**src/core/raf_defs.vh**
```
// Purpose: Constants for the receive address filter block
// Assumes: Included by raf_rx_address_filter.v only
// Notes:   Byte addresses are printed offsets; data is one 32-bit word
`ifndef RAF_DEFS_VH
`define RAF_DEFS_VH

// Register map, byte addresses
`define RAF_MTA_BASE      16'h5200
`define RAF_MTA_WORDS     32
`define RAF_ST_LO         16'h5400
`define RAF_ST_HI         16'h5404
`define RAF_SH_LO_BASE    16'h5408
`define RAF_SH_HI_BASE    16'h540c
`define RAF_SH_STEP       16'h0008
`define RAF_SH_COUNT      11
`define RAF_CTRL          16'h5100
`define RAF_STAT          16'h5104

// High word field positions
`define RAF_HI_ADDR_MSB   15
`define RAF_SEL_LSB       16
`define RAF_SEL_MSB       17
`define RAF_IDX_BIT       18
`define RAF_AV_BIT        31

// Select encodings
`define RAF_SEL_DEST      2'b00
`define RAF_SEL_SRC       2'b01

// Multicast offset encodings
`define RAF_MO_47_38      2'b00
`define RAF_MO_46_37      2'b01
`define RAF_MO_45_36      2'b10
`define RAF_MO_43_34      2'b11

// Reset values
`define RAF_ZERO32        32'h0000_0000
`define RAF_CTRL_RST      2'b00

`endif

```
**src/core/raf_rx_address_filter.v**
```verilog
// Purpose: Receive destination/source address filter with host registers
// Assumes: All inputs synchronous to core_clk; one frame check per strobe
// Notes:   frame_da[7:0] is the first byte on the wire, bit 0 first
//
// Implementation choice: the strobed register port.
`timescale 1ns/1ps
`include "raf_defs.vh"

module raf_rx_address_filter (
  input  wire        core_clk,
  input  wire        reset,
  // Reset and non-volatile store load sources
  input  wire        sw_reset,
  input  wire        pci_reset,
  input  wire        nvm_load,
  input  wire        nvm_present,
  input  wire [15:0] nvm_word0,
  input  wire [15:0] nvm_word1,
  input  wire [15:0] nvm_word2,
  // Host register port
  input  wire [15:0] reg_addr,
  input  wire [31:0] reg_wdata,
  input  wire        reg_wr,
  input  wire        reg_rd,
  output reg  [31:0] reg_rdata,
  // Management engine port and lock field
  input  wire [10:0] firmware_write_lock,
  input  wire [15:0] me_addr,
  input  wire [31:0] me_wdata,
  input  wire        me_wr,
  // Receive frame path
  input  wire        frame_valid,
  input  wire [47:0] frame_da,
  input  wire [47:0] frame_sa,
  // Match results, one cycle after frame_valid
  output reg         match_valid,
  output reg         match_accept,
  output reg         exact_hit,
  output reg         mc_hit,
  output reg         pause_da_hit,
  output reg         pool_output_index,
  output reg  [3:0]  match_entry
);

  // Storage overview
  // Every register lives in plain flip-flops, so a read never waits
  // Table words and addresses come out of reset at zero, not unknown
  // Zero reset keeps match results clean before software has run
  // The cost is a reset fan-out to well over a thousand flip-flops
  // Primary entry keeps select and index beside its address
  // Shared entries never store a select field at all
  // Reserved high word bits have no storage behind them
  // So a write to them has nothing to land in
  // Multicast bit table
  reg [31:0] mta_q [0:31];
  // Primary entry fields
  reg [31:0] st_lo_q;
  reg [15:0] st_hi_q;
  reg [1:0]  st_sel_q;
  reg        st_idx_q;
  reg        st_av_q;
  // Shared entry fields
  reg [31:0] sh_lo_q  [0:10];
  reg [15:0] sh_hi_q  [0:10];
  reg        sh_idx_q [0:10];
  reg        sh_av_q  [0:10];
  // Own control: multicast offset
  reg [1:0]  mc_offset_q;
  // Load request pending after master reset
  reg        load_pend_q;

  // Combinational decode and match terms
  reg [31:0] rd_d;
  reg [9:0]  mc_idx;
  reg [31:0] mc_word;
  reg        mc_bit;
  reg        st_hit;
  reg        sh_any;
  reg        sh_idx;
  reg [3:0]  sh_num;
  reg [47:0] st_cmp;
  integer    k;                  // Loop index, read decode only
  integer    j;                  // Loop index, exact compare only

  // Address decode
  // Exact compares for the single registers keep aliases out
  // The table window ignores the low two address bits on reads
  // Writes need a word-aligned address, since only whole words exist
  // Software masks out the wanted bit after each table read
  // Host decode strobes for single registers
  wire host_st_lo = reg_wr && (reg_addr == `RAF_ST_LO);
  wire host_st_hi = reg_wr && (reg_addr == `RAF_ST_HI);
  wire host_ctrl  = reg_wr && (reg_addr == `RAF_CTRL);
  // Table window covers 32 consecutive words
  wire mta_wsel   = (reg_wr &&
                     reg_addr[15:7] == `RAF_MTA_BASE >> 7 &&
                     reg_addr[1:0] == 2'b00);
  wire mta_rsel   = (reg_addr[15:7] == `RAF_MTA_BASE >> 7);
  // Primary reload, master reset clears and then loads once
  wire reload     = sw_reset | pci_reset | nvm_load | load_pend_q;

  // Table write path
  // One word per write strobe; no byte lanes exist on this port
  // Word number comes straight from address bits 6:2
  // Reset clears every word, so no stale bit accepts a group frame
  // Limitation: a table change takes effect on the next frame strobe
  // Multicast table writes, whole words only
  always @(posedge core_clk) begin : mta_wr
    integer i;
    if (reset) begin
      for (i = 0; i < `RAF_MTA_WORDS; i = i + 1) begin
        mta_q[i] <= `RAF_ZERO32;
      end
    end else if (mta_wsel) begin
      mta_q[reg_addr[6:2]] <= reg_wdata;
    end
  end

  // Own control register
  always @(posedge core_clk) begin
    if (reset) begin
      mc_offset_q <= `RAF_CTRL_RST;
    end else if (host_ctrl) begin
      mc_offset_q <= reg_wdata[1:0];
    end
  end

  // Primary entry update
  // Master reset clears valid and arms one reload for the next cycle
  // Software reset, bus reset and store read all trigger a reload
  // Reload beats a host write in the same cycle, by design
  // Hazard: a host write in the first cycle after reset is lost
  // Without a store, a reload leaves the host value untouched
  // except after software or master reset, which clear valid
  // Index bit is never reloaded; it keeps what the host wrote
  // Primary entry: resets, store load and host writes
  always @(posedge core_clk) begin
    if (reset) begin
      st_lo_q     <= `RAF_ZERO32;
      st_hi_q     <= 16'h0000;
      st_sel_q    <= `RAF_SEL_DEST;
      st_idx_q    <= 1'b0;
      st_av_q     <= 1'b0;
      load_pend_q <= 1'b1;
    end else if (reload) begin
      load_pend_q <= 1'b0;
      if (nvm_present) begin
        // Store words 0,1 form the low word, word 2 the high half
        st_lo_q  <= {nvm_word1, nvm_word0};
        st_hi_q  <= nvm_word2;
        st_sel_q <= `RAF_SEL_DEST;
        st_av_q  <= 1'b1;
      end else if (sw_reset | load_pend_q) begin
        // No store: valid stays clear after reset
        st_av_q  <= 1'b0;
      end
    end else begin
      if (host_st_lo) begin
        st_lo_q <= reg_wdata;
      end
      if (host_st_hi) begin
        // Bits 30:19 are not stored, so they are dropped
        st_hi_q  <= reg_wdata[`RAF_HI_ADDR_MSB:0];
        st_sel_q <= reg_wdata[`RAF_SEL_MSB:`RAF_SEL_LSB];
        st_idx_q <= reg_wdata[`RAF_IDX_BIT];
        st_av_q  <= reg_wdata[`RAF_AV_BIT];
      end
    end
  end

  // Shared entry update
  // Each pair decodes its own low and high address
  // Lock bit i hands pair i to the management engine alone
  // Host writes to a locked pair are dropped without any error
  // Engine writes to an unlocked pair are dropped the same way
  // The two paths never meet on one pair, so no arbitration
  // Address compares unroll into eleven small decoders
  // Trade-off: simple decode over a shared address comparator
  // Shared entries: host writes unlocked pairs, engine locked ones
  always @(posedge core_clk) begin : sh_wr
    integer i;
    reg [15:0] lo_a;
    reg [15:0] hi_a;
    reg        h_ok;
    reg        m_ok;
    reg [31:0] wd;
    lo_a = 16'h0000;
    hi_a = 16'h0000;
    h_ok = 1'b0;
    m_ok = 1'b0;
    wd   = `RAF_ZERO32;
    for (i = 0; i < `RAF_SH_COUNT; i = i + 1) begin
      lo_a = `RAF_SH_LO_BASE + i[15:0] * `RAF_SH_STEP;
      hi_a = `RAF_SH_HI_BASE + i[15:0] * `RAF_SH_STEP;
      // Lock decides which path may write this pair
      h_ok = reg_wr && !firmware_write_lock[i];
      m_ok = me_wr && firmware_write_lock[i];
      wd   = m_ok ? me_wdata : reg_wdata;
      if (reset) begin
        sh_lo_q[i]  <= `RAF_ZERO32;
        sh_hi_q[i]  <= 16'h0000;
        sh_idx_q[i] <= 1'b0;
        sh_av_q[i]  <= 1'b0;
      end else begin
        if ((h_ok && reg_addr == lo_a) || (m_ok && me_addr == lo_a)) begin
          sh_lo_q[i] <= wd;
        end
        if ((h_ok && reg_addr == hi_a) || (m_ok && me_addr == hi_a)) begin
          // Select field is not stored; it reads as 00
          sh_hi_q[i]  <= wd[`RAF_HI_ADDR_MSB:0];
          sh_idx_q[i] <= wd[`RAF_IDX_BIT];
          sh_av_q[i]  <= wd[`RAF_AV_BIT];
        end
      end
    end
  end

  // Read multiplexer
  // Fully combinational, registered once below
  // Later matches in this chain override earlier ones
  // Shared decodes sit last, but their addresses never overlap
  // Reserved fields and the shared select field are built from constants here
  // Status word mirrors the lock field and store presence
  // Read decode; unmapped addresses read zero
  always @* begin
    rd_d = `RAF_ZERO32;
    if (mta_rsel) begin
      rd_d = mta_q[reg_addr[6:2]];
    end else if (reg_addr == `RAF_ST_LO) begin
      rd_d = st_lo_q;
    end else if (reg_addr == `RAF_ST_HI) begin
      // Reserved bits 30:19 forced to zero
      rd_d = {st_av_q, 12'h000, st_idx_q, st_sel_q, st_hi_q};
    end else if (reg_addr == `RAF_CTRL) begin
      rd_d = {30'h0000_0000, mc_offset_q};
    end else if (reg_addr == `RAF_STAT) begin
      rd_d = {15'h0000, nvm_present, 5'h00, firmware_write_lock};
    end
    for (k = 0; k < `RAF_SH_COUNT; k = k + 1) begin
      if (reg_addr == `RAF_SH_LO_BASE + k[15:0] * `RAF_SH_STEP) begin
        rd_d = sh_lo_q[k];
      end
      if (reg_addr == `RAF_SH_HI_BASE + k[15:0] * `RAF_SH_STEP) begin
        rd_d = {sh_av_q[k], 12'h000, sh_idx_q[k], 2'b00, sh_hi_q[k]};
      end
    end
  end

  // Read data stands in the cycle after the strobe
  always @(posedge core_clk) begin
    if (reset) begin
      reg_rdata <= `RAF_ZERO32;
    end else if (reg_rd) begin
      reg_rdata <= rd_d;
    end
  end

  // Multicast lookup
  // Destination is held with the first wire bit in bit 0
  // Offset setting slides a ten-bit window in the top bytes
  // Index picks one of 1024 table bits
  // Lookup is purely combinational on the live frame address
  // Group bit gating happens where results are registered
  // Multicast index selection from the destination address
  always @* begin
    case (mc_offset_q)
      `RAF_MO_47_38: mc_idx = frame_da[47:38];
      `RAF_MO_46_37: mc_idx = frame_da[46:37];
      `RAF_MO_45_36: mc_idx = frame_da[45:36];
      `RAF_MO_43_34: mc_idx = frame_da[43:34];
      default:       mc_idx = frame_da[47:38];
    endcase
    // Upper five bits pick the word, lower five the bit
    mc_word = mta_q[mc_idx[9:5]];
    mc_bit  = mc_word[mc_idx[4:0]];
  end

  // Exact-match compare
  // Primary may check source or destination, by its select field
  // Reserved select codes force a mismatch rather than a guess
  // Shared pairs always check the destination field
  // Loop runs downward so the lowest matching pair is kept
  // Twelve 48-bit comparators: wide, but one cycle of latency
  // Exact-match compare; lowest shared pair wins on multiple hits
  always @* begin
    // Select decides which address field the primary entry checks
    case (st_sel_q)
      `RAF_SEL_DEST: st_cmp = frame_da;
      `RAF_SEL_SRC:  st_cmp = frame_sa;
      default:       st_cmp = ~{st_hi_q, st_lo_q};
    endcase
    st_hit = st_av_q && (st_cmp == {st_hi_q, st_lo_q}) &&
             (st_sel_q == `RAF_SEL_DEST || st_sel_q == `RAF_SEL_SRC);
    sh_any = 1'b0;
    sh_idx = 1'b0;
    sh_num = 4'h0;
    for (j = `RAF_SH_COUNT - 1; j >= 0; j = j - 1) begin
      if (sh_av_q[j] && frame_da == {sh_hi_q[j], sh_lo_q[j]}) begin
        sh_any = 1'b1;
        sh_idx = sh_idx_q[j];
        sh_num = j[3:0] + 4'h1;
      end
    end
  end

  // Result registers
  // All results come straight from flip-flops
  // Valid pulses for one cycle; the rest hold until the next frame
  // Primary hit outranks any shared hit
  // Entry code 0 is primary, 1 to 11 shared, 15 means no hit
  // Pause check ignores select, it always looks at destination
  // Accept is the sum of exact and multicast hits
  // Registered match results, one cycle after the frame strobe
  always @(posedge core_clk) begin
    if (reset) begin
      match_valid       <= 1'b0;
      match_accept      <= 1'b0;
      exact_hit         <= 1'b0;
      mc_hit            <= 1'b0;
      pause_da_hit      <= 1'b0;
      pool_output_index <= 1'b0;
      match_entry       <= 4'hf;
    end else begin
      match_valid <= frame_valid;
      if (frame_valid) begin
        exact_hit <= st_hit | sh_any;
        // Group bit is the first bit on the wire
        mc_hit    <= frame_da[0] & mc_bit;
        match_accept <= st_hit | sh_any | (frame_da[0] & mc_bit);
        // Pause checking always uses the primary destination
        pause_da_hit <= st_av_q &&
                        frame_da == {st_hi_q, st_lo_q};
        if (st_hit) begin
          pool_output_index <= st_idx_q;
          match_entry       <= 4'h0;
        end else if (sh_any) begin
          pool_output_index <= sh_idx;
          match_entry       <= sh_num;
        end else begin
          pool_output_index <= 1'b0;
          match_entry       <= 4'hf;
        end
      end
    end
  end

endmodule // raf_rx_address_filter

```
**config.mk**
```make
export PLATFORM = sky130hd
export DESIGN_NAME = raf_rx_address_filter
export DESIGN_NICKNAME = d
export VERILOG_FILES = /design/src/core/raf_rx_address_filter.v
export VERILOG_INCLUDE_DIRS = /design/src /design/src/core
export SDC_FILE = /design/constraint.sdc
export NUM_CORES = 2
export LEC_CHECK = 0
export ABC_CLOCK_PERIOD_IN_PS = 11050
export CAP_MARGIN = 30
export CORE_MARGIN = 8
export CORE_UTILIZATION = 40
export DETAILED_ROUTE_END_ITERATION = 8
export DONT_BUFFER_PORTS = 1
export PLACE_DENSITY = 0.65
export SKIP_CTS_REPAIR_TIMING = 1
export SLEW_MARGIN = 20
export SYNTH_ARGS = -nofsm -noshare
export SYNTH_HDL_FRONTEND = slang
export SYNTH_SLANG_ARGS = --single-unit
export TNS_END_PERCENT = 20
```
**constraint.sdc**
```tcl
create_clock -name core_clk -period 11.05 [get_ports core_clk]
set_input_delay 0.5525 -clock core_clk [delete_from_list [all_inputs] [get_ports core_clk]]
set_output_delay 0.5525 -clock core_clk [all_outputs]
set_load 0.005 [all_outputs]
```
; After elaboration in Yosys (flattened, before gate mapping)
; Memory sizes are Yosys's and may differ from the RTL's.
; Index checks and enable logic that the tools add are counted.
[classes]
magnitude_cmp = 1
eq_ne = 68
n_mux = 210
n_bitwise = 53
reduce_logical = 129
[ops]
columns = cell, n
row1 = 32-bit two-way mux, 51
row2 = "16-bit by 15-bit == test with 1-bit output, second input constant", 48
row3 = 48-bit == test, 13
row4 = 16-bit two-way mux, 14
row5 = 1-bit two-way mux, 123
row6 = 48-bit one-hot mux with 2 select lines, 1
row7 = 1-bit logical AND, 85
row8 = 4-bit two-way mux, 13
row9 = 1-bit OR, 50
row10 = 48-bit NOT, 1
row11 = 10-bit one-hot mux with 4 select lines, 1
row12 = 17-bit two-way mux, 2
row13 = 32-bit OR reduction, 1
row14 = 1-bit logical OR, 23
row15 = 1-bit zero test, 11
row16 = "9-bit by 8-bit == test with 1-bit output, second input constant", 1
row17 = 2-bit AND reduction, 4
row18 = 2-bit zero test, 3
row19 = "5-bit by 6-bit < comparator with 1-bit output, second input constant", 1
row20 = 2-bit two-way mux, 3
row21 = 1-bit binary-select mux with 5-bit select, 1
row22 = 5-bit two-way mux, 1
row23 = "2-bit by 1-bit == test with 1-bit output, second input constant", 2
row24 = "2-bit == test, second input constant", 2
row25 = 5 further kinds, 6
[totals]
register_bits = 97
ramBits = 1574
out_inout_bits = 42
memories = 5
[memory_table]
columns = name, words, width, read_ports, rd_ports_with_merged_regs, wr, line_no
row1 = mta_q, 32, 32, 2, 0, 32, raf_rx_address_filter.v:55  ; reg [31:0] mta_q [0:31];
row2 = sh_lo_q, 11, 32, 11, 0, 11, raf_rx_address_filter.v:63  ; reg [31:0] sh_lo_q [0:10];
row3 = sh_hi_q, 11, 16, 11, 0, 11, raf_rx_address_filter.v:64  ; reg [15:0] sh_hi_q [0:10];
row4 = sh_av_q, 11, 1, 11, 0, 11, raf_rx_address_filter.v:66  ; reg sh_av_q [0:10];
row5 = sh_idx_q, 11, 1, 11, 0, 11, raf_rx_address_filter.v:65  ; reg sh_idx_q [0:10];

; Depth between registers and ports, before layout
[logic_depth]
depth_word = 28
mapped_depth = 16
mapped_depth_nobuf = 10

; Least setup slack after synthesis
; No wires, ideal clock.
[synth_timing]
path_type = input port to flip-flop
from = in reg_addr[4]
to = mem mta_q[28][0], enable pin
setup_ns = 0.466
t_arrival_ns = 4.583
required_ns = 10.584
setup_slack_ns = 6.001
stages = 6
cell_sequence = buf_1 -> clkbuf_1 -> clkbuf_1 -> clkbuf_1 -> nand3_1 -> o21ai_0
[synth_lines]
columns = item, line_no
row1 = from (decl), raf_rx_address_filter.v:21  ; input wire [15:0] reg_addr,
row2 = to (decl), raf_rx_address_filter.v:55

; Worst setup path in the final report
[layout_timing]
from = reg mc_offset_q[0]
to = reg mc_hit
[layout_via]
elab_chain_len = 6
elab_cells_between_ends = 9
classes_between = 3 x eq/ne / 3 x mux / 1 x bitwise / 1 x reduce/logical / 1 x memory
[layout_lines]
columns = item, line_no
row1 = from (decl), raf_rx_address_filter.v:68  ; reg [1:0] mc_offset_q;
row2 = from (signal assigned), raf_rx_address_filter.v:122  ; mc_offset_q <= `RAF_CTRL_RST;
row3 = from (signal assigned), raf_rx_address_filter.v:124  ; mc_offset_q <= reg_wdata[1:0];
row4 = 2-bit == test (tied with other cells), raf_rx_address_filter.v:266  ; case (mc_offset_q)
row5 = 10-bit one-hot mux with 4 select lines *, raf_rx_address_filter.v:266
row6 = memory 32 x 32 bit, -
row7 = 1-bit binary-select mux with 5-bit select *, raf_rx_address_filter.v:275  ; mc_bit = mc_word[mc_idx[4:0]];
row8 = 1-bit two-way mux (implied by the code) *, raf_rx_address_filter.v:275
row9 = 1-bit bitwise AND *, raf_rx_address_filter.v:328  ; mc_hit <= frame_da[0] & mc_bit;
row10 = to (signal assigned), raf_rx_address_filter.v:328
row11 = to (decl), raf_rx_address_filter.v:39  ; output reg mc_hit,
; Every way passes the cells marked *; elsewhere a longest branch is shown, timed or not. The select of a mux whose other input is x is not followed.
; A chain may end at the register's enable or synchronous reset.

==> reports/results.txt <==
Outcome -> complete, but fails checks
Failing checks -> negative hold slack
RSZ-0062 raised after global routing -> no
CP max FO -> 59
Die Height -> 508 um
Worst min-delay path class -> input port to flop
Layout area overhead -> 11.9%
TNS Setup -> 0 ns
Worst-Margin Slew -> 1.47 ns
Comb pwr share -> 12.1%
Fin. max-slew vios -> 0
Slew HR -> 1.89%
Worst EP arrival -> 6.52 ns
Int Power -> 11.4 mW
CP endpoint kind -> flop
Share of post-route cells with drive strength above 1 -> 12.2%
Antenna-violating nets left -> 0
CP required -> 11.83 ns
Peak supply drop -> 0.000187 V
Yosys reg bits -> 1,671
Post-synthesis cell type count -> 91
Fin nets -> 8,592
Vias in the first global route -> 73,900
Boundary Pins -> 303
Clock latency on the worst-skew pair -> 0.90 ns
Core Rows -> 180
Area occupied by registers -> 49,200 sq um
Syn Inst Count -> 8,613
Wire per inst -> 44.1 um
CTS buffer count -> 193
Post-DP HPWL -> 339 mm
Post-synth EDFFs -> 1,574
Ranking of synthesized cells by area -> edfxtp_1 (49%), mux4_2 (7.7%), and2_1 (7.2%)
Initial antenna violation count -> 76
Mapped Area -> 96,700 sq um
Htree depth -> 4
Post-route cell area -> 108,000 sq um
Worst Setup Path Type -> flop to flop
DR DRC count -> 0
Worst Setup Start Kind -> flop
Vias per cell -> 6.97
PwrDens -> 146 nW/um^2
# fillers -> 22,100
Total track usage -> 36.5%
Post-synthesis net count -> 8,874
F_max -> 174 MHz
Largest net degree at the start of global routing -> 271
TritonCTS Sinks -> 1,671
Worst Skew -> 0.0560 ns
Net Sw Frac -> 27.8%
Static Leakage -> 37.6 nW
Max-cap viol count -> 0
Register area share after synthesis -> 50.9%
Via Count -> 81,800
Root Buffer -> clkbuf_16
Seq pwr share -> 47.6%
Final hold vios -> 3
Placeable Area -> 241,000 sq um
DRT iter0 DRCs -> 15,700
Initial Util -> 40.2%
Final min period -> 5.74 ns
Clock Power Share -> 40.3%
First-pass GRT wire length -> 651 mm
Top cell type's share of synthesized area -> 48.9%
Syn avg cell area -> 11.2 sq um
TritonCTS clock tree -> yes
Footprint of the multi-input gates -> 44,300 sq um
Hold_ws -> -0.0185 ns
Yosys warns -> 0
Die ar. -> 258,000 sq um
PortBufs -> 0
Placed cell area -> 99,500 sq um
Final setup fails -> 0
Routability cong. -> 1.08
Fin crit share -> 51.9%
Post-synth top flop -> edfxtp_1
Pre-antenna DRT Iters -> 9
Psw -> 4.41 mW
Die width -> 508 um
Yosys top cell by area -> edfxtp_1
Worst-path clk slew -> 0.07 ns
Total Wirelength -> 517 mm
Grt total ovfl -> 0
FFs w/ async S/R, synth -> 0%
CTS Buffer Depth -> 3
cells in the final DEF (no fill, tap or decap), types with 89 or more instances in the layout:
cell,Yosys,routed
xor2_1,302,302
a22oi_1,89,89
clkbuf_16,0,195
and2_1,1111,1101
edfxtp_1,1574,1574
a211oi_1,118,118
a21oi_1,340,339
buf_4,39,175
nand3_1,161,159
nand2_1,915,914
mux2i_1,622,622
dfxtp_1,97,96
nor4_1,132,128
mux4_2,331,326
o22ai_1,121,121
xnor2_1,255,255
nand4_1,103,103
dlygate4sd3_1,0,122
nor2_1,650,611
cells in the mapped netlist, drive strengths merged, types with 10 or more instances:
library cell / number
edfxtp: 1574
and2: 1122
nand2: 917
nor2: 650
mux2i: 622
clkbuf: 602
a21oi: 340
mux4: 331
xor2: 302
buf: 257
xnor2: 255
nand3: 163
nor4: 137
o22ai: 121
a211oi: 118
nand4: 103
o21ai: 101
dfxtp: 97
a22oi: 89
nor3: 80
inv: 66
a31oi: 60
a221oi: 50
a222oi: 46
a311oi: 38
a221o: 29
mux2: 29
o211ai: 27
and3: 26
o221ai: 25
nor2b: 20
or2: 19
a22o: 15
nand2b: 14
or4: 14
o2111ai: 13
a2111oi: 10
a32oi: 10
metal layers:
metal | track usage, % | part of all wire (%) | vias up
li1 | - | - | 31100
met1 | 48.1 | 36 | 41200
met2 | 51.5 | 40 | 7890
met3 | 14.4 | 17 | 1562
met4 | 19.3 | 7.0 | 58
met5 | 0 | 0.15 | -
path summary, 6_finish.rpt:
kind | start | to | slack [ns] | cells past startpoint
setup / recovery | mc_offset_q[0] | mc_hit | 5.31 | 11
hold / removal | reg_rd | reg_rdata[0] | -0.02 | 3
setup reg to reg | mc_offset_q[0] | mc_hit | 5.31 | 11
hold reg to reg | reg_rdata[16] | reg_rdata[16] | 0.51 | 2
logic make-up (layout without fill, tap and decap cells):
logic type / Yosys count / count (layout) / share of synthesized area [%]
AOI/OAI and AO/OA: 1168 / 1168 / 8.21
xor gates and xnor gates: 557 / 557 / 5.05
buffers and inverters: 926 / 794 / 4.08
DFF: 1671 / 1671 / 50.9
muxes: 982 / 982 / 14.5
other: 0 / 70 / 0
and+or+nand+nor: 3309 / 3309 / 17.3
flip-flops by register name, indices dropped and copies added, names as in the netlist, 2 cells and up:
signal and cells:
match_entry 4, mc_offset_q 2, mta_q 1024, reg_rdata 32, sh_av_q 11, sh_hi_q 176
sh_idx_q 11, sh_lo_q 352, st_hi_q 16, st_lo_q 32, st_sel_q 2
power groups by stage:
stage	clock (mW)	sequential, mW	combinational (mW)
2_1_floorplan	0	7.51	1.15
3_3_place_gp	0	7.62	1.52
3_5_place_dp	0	7.64	1.53
4_1_cts	6.35	7.51	1.54
5_1_grt	6.56	7.54	1.92
6_report	6.37	7.54	1.92
critical path: stages, from the launching register on:
cell and delay (ns):
dfxtp_1 0.89, mux4_4 0.68, buf_4 0.53, buf_4 0.76, mux2i_1 0.19, o22ai_1 0.34, or4_1 0.21, or4_1 0.22
o22ai_1 0.16, o311ai_1 0.63, nand4_1 0.57, a31o_1 0.35
stage by stage:
stage	utilization (%)	hold slack [ns]	worst slack [ns]	instances	total power [mW]
final	45.0	-0.0185	5.31	11700	15.8
after floorplan	-	0.435	6.00	8613	8.65
after global routing	44.9	0.00525	5.16	11700	16.0
after detailed placement	41.4	0.498	5.51	11100	9.17
after CTS	43.9	-0.281	5.50	11500	15.4
after global placement	41.2	0.499	5.59	11100	9.14
layout make-up:
class	instances	area share [%]
Antenna cell	70	0.162
Sequential cell	1671	45.5
Inverter	66	0.236
Timing Repair Buffer	383	3.91
Multi-Input combinational cell	6016	40.9
Clock inverter	95	0.787
Clock buffer	250	4.78
Tap cell	3185	3.68
No activity file was read; power rests on OpenSTA's default activity.
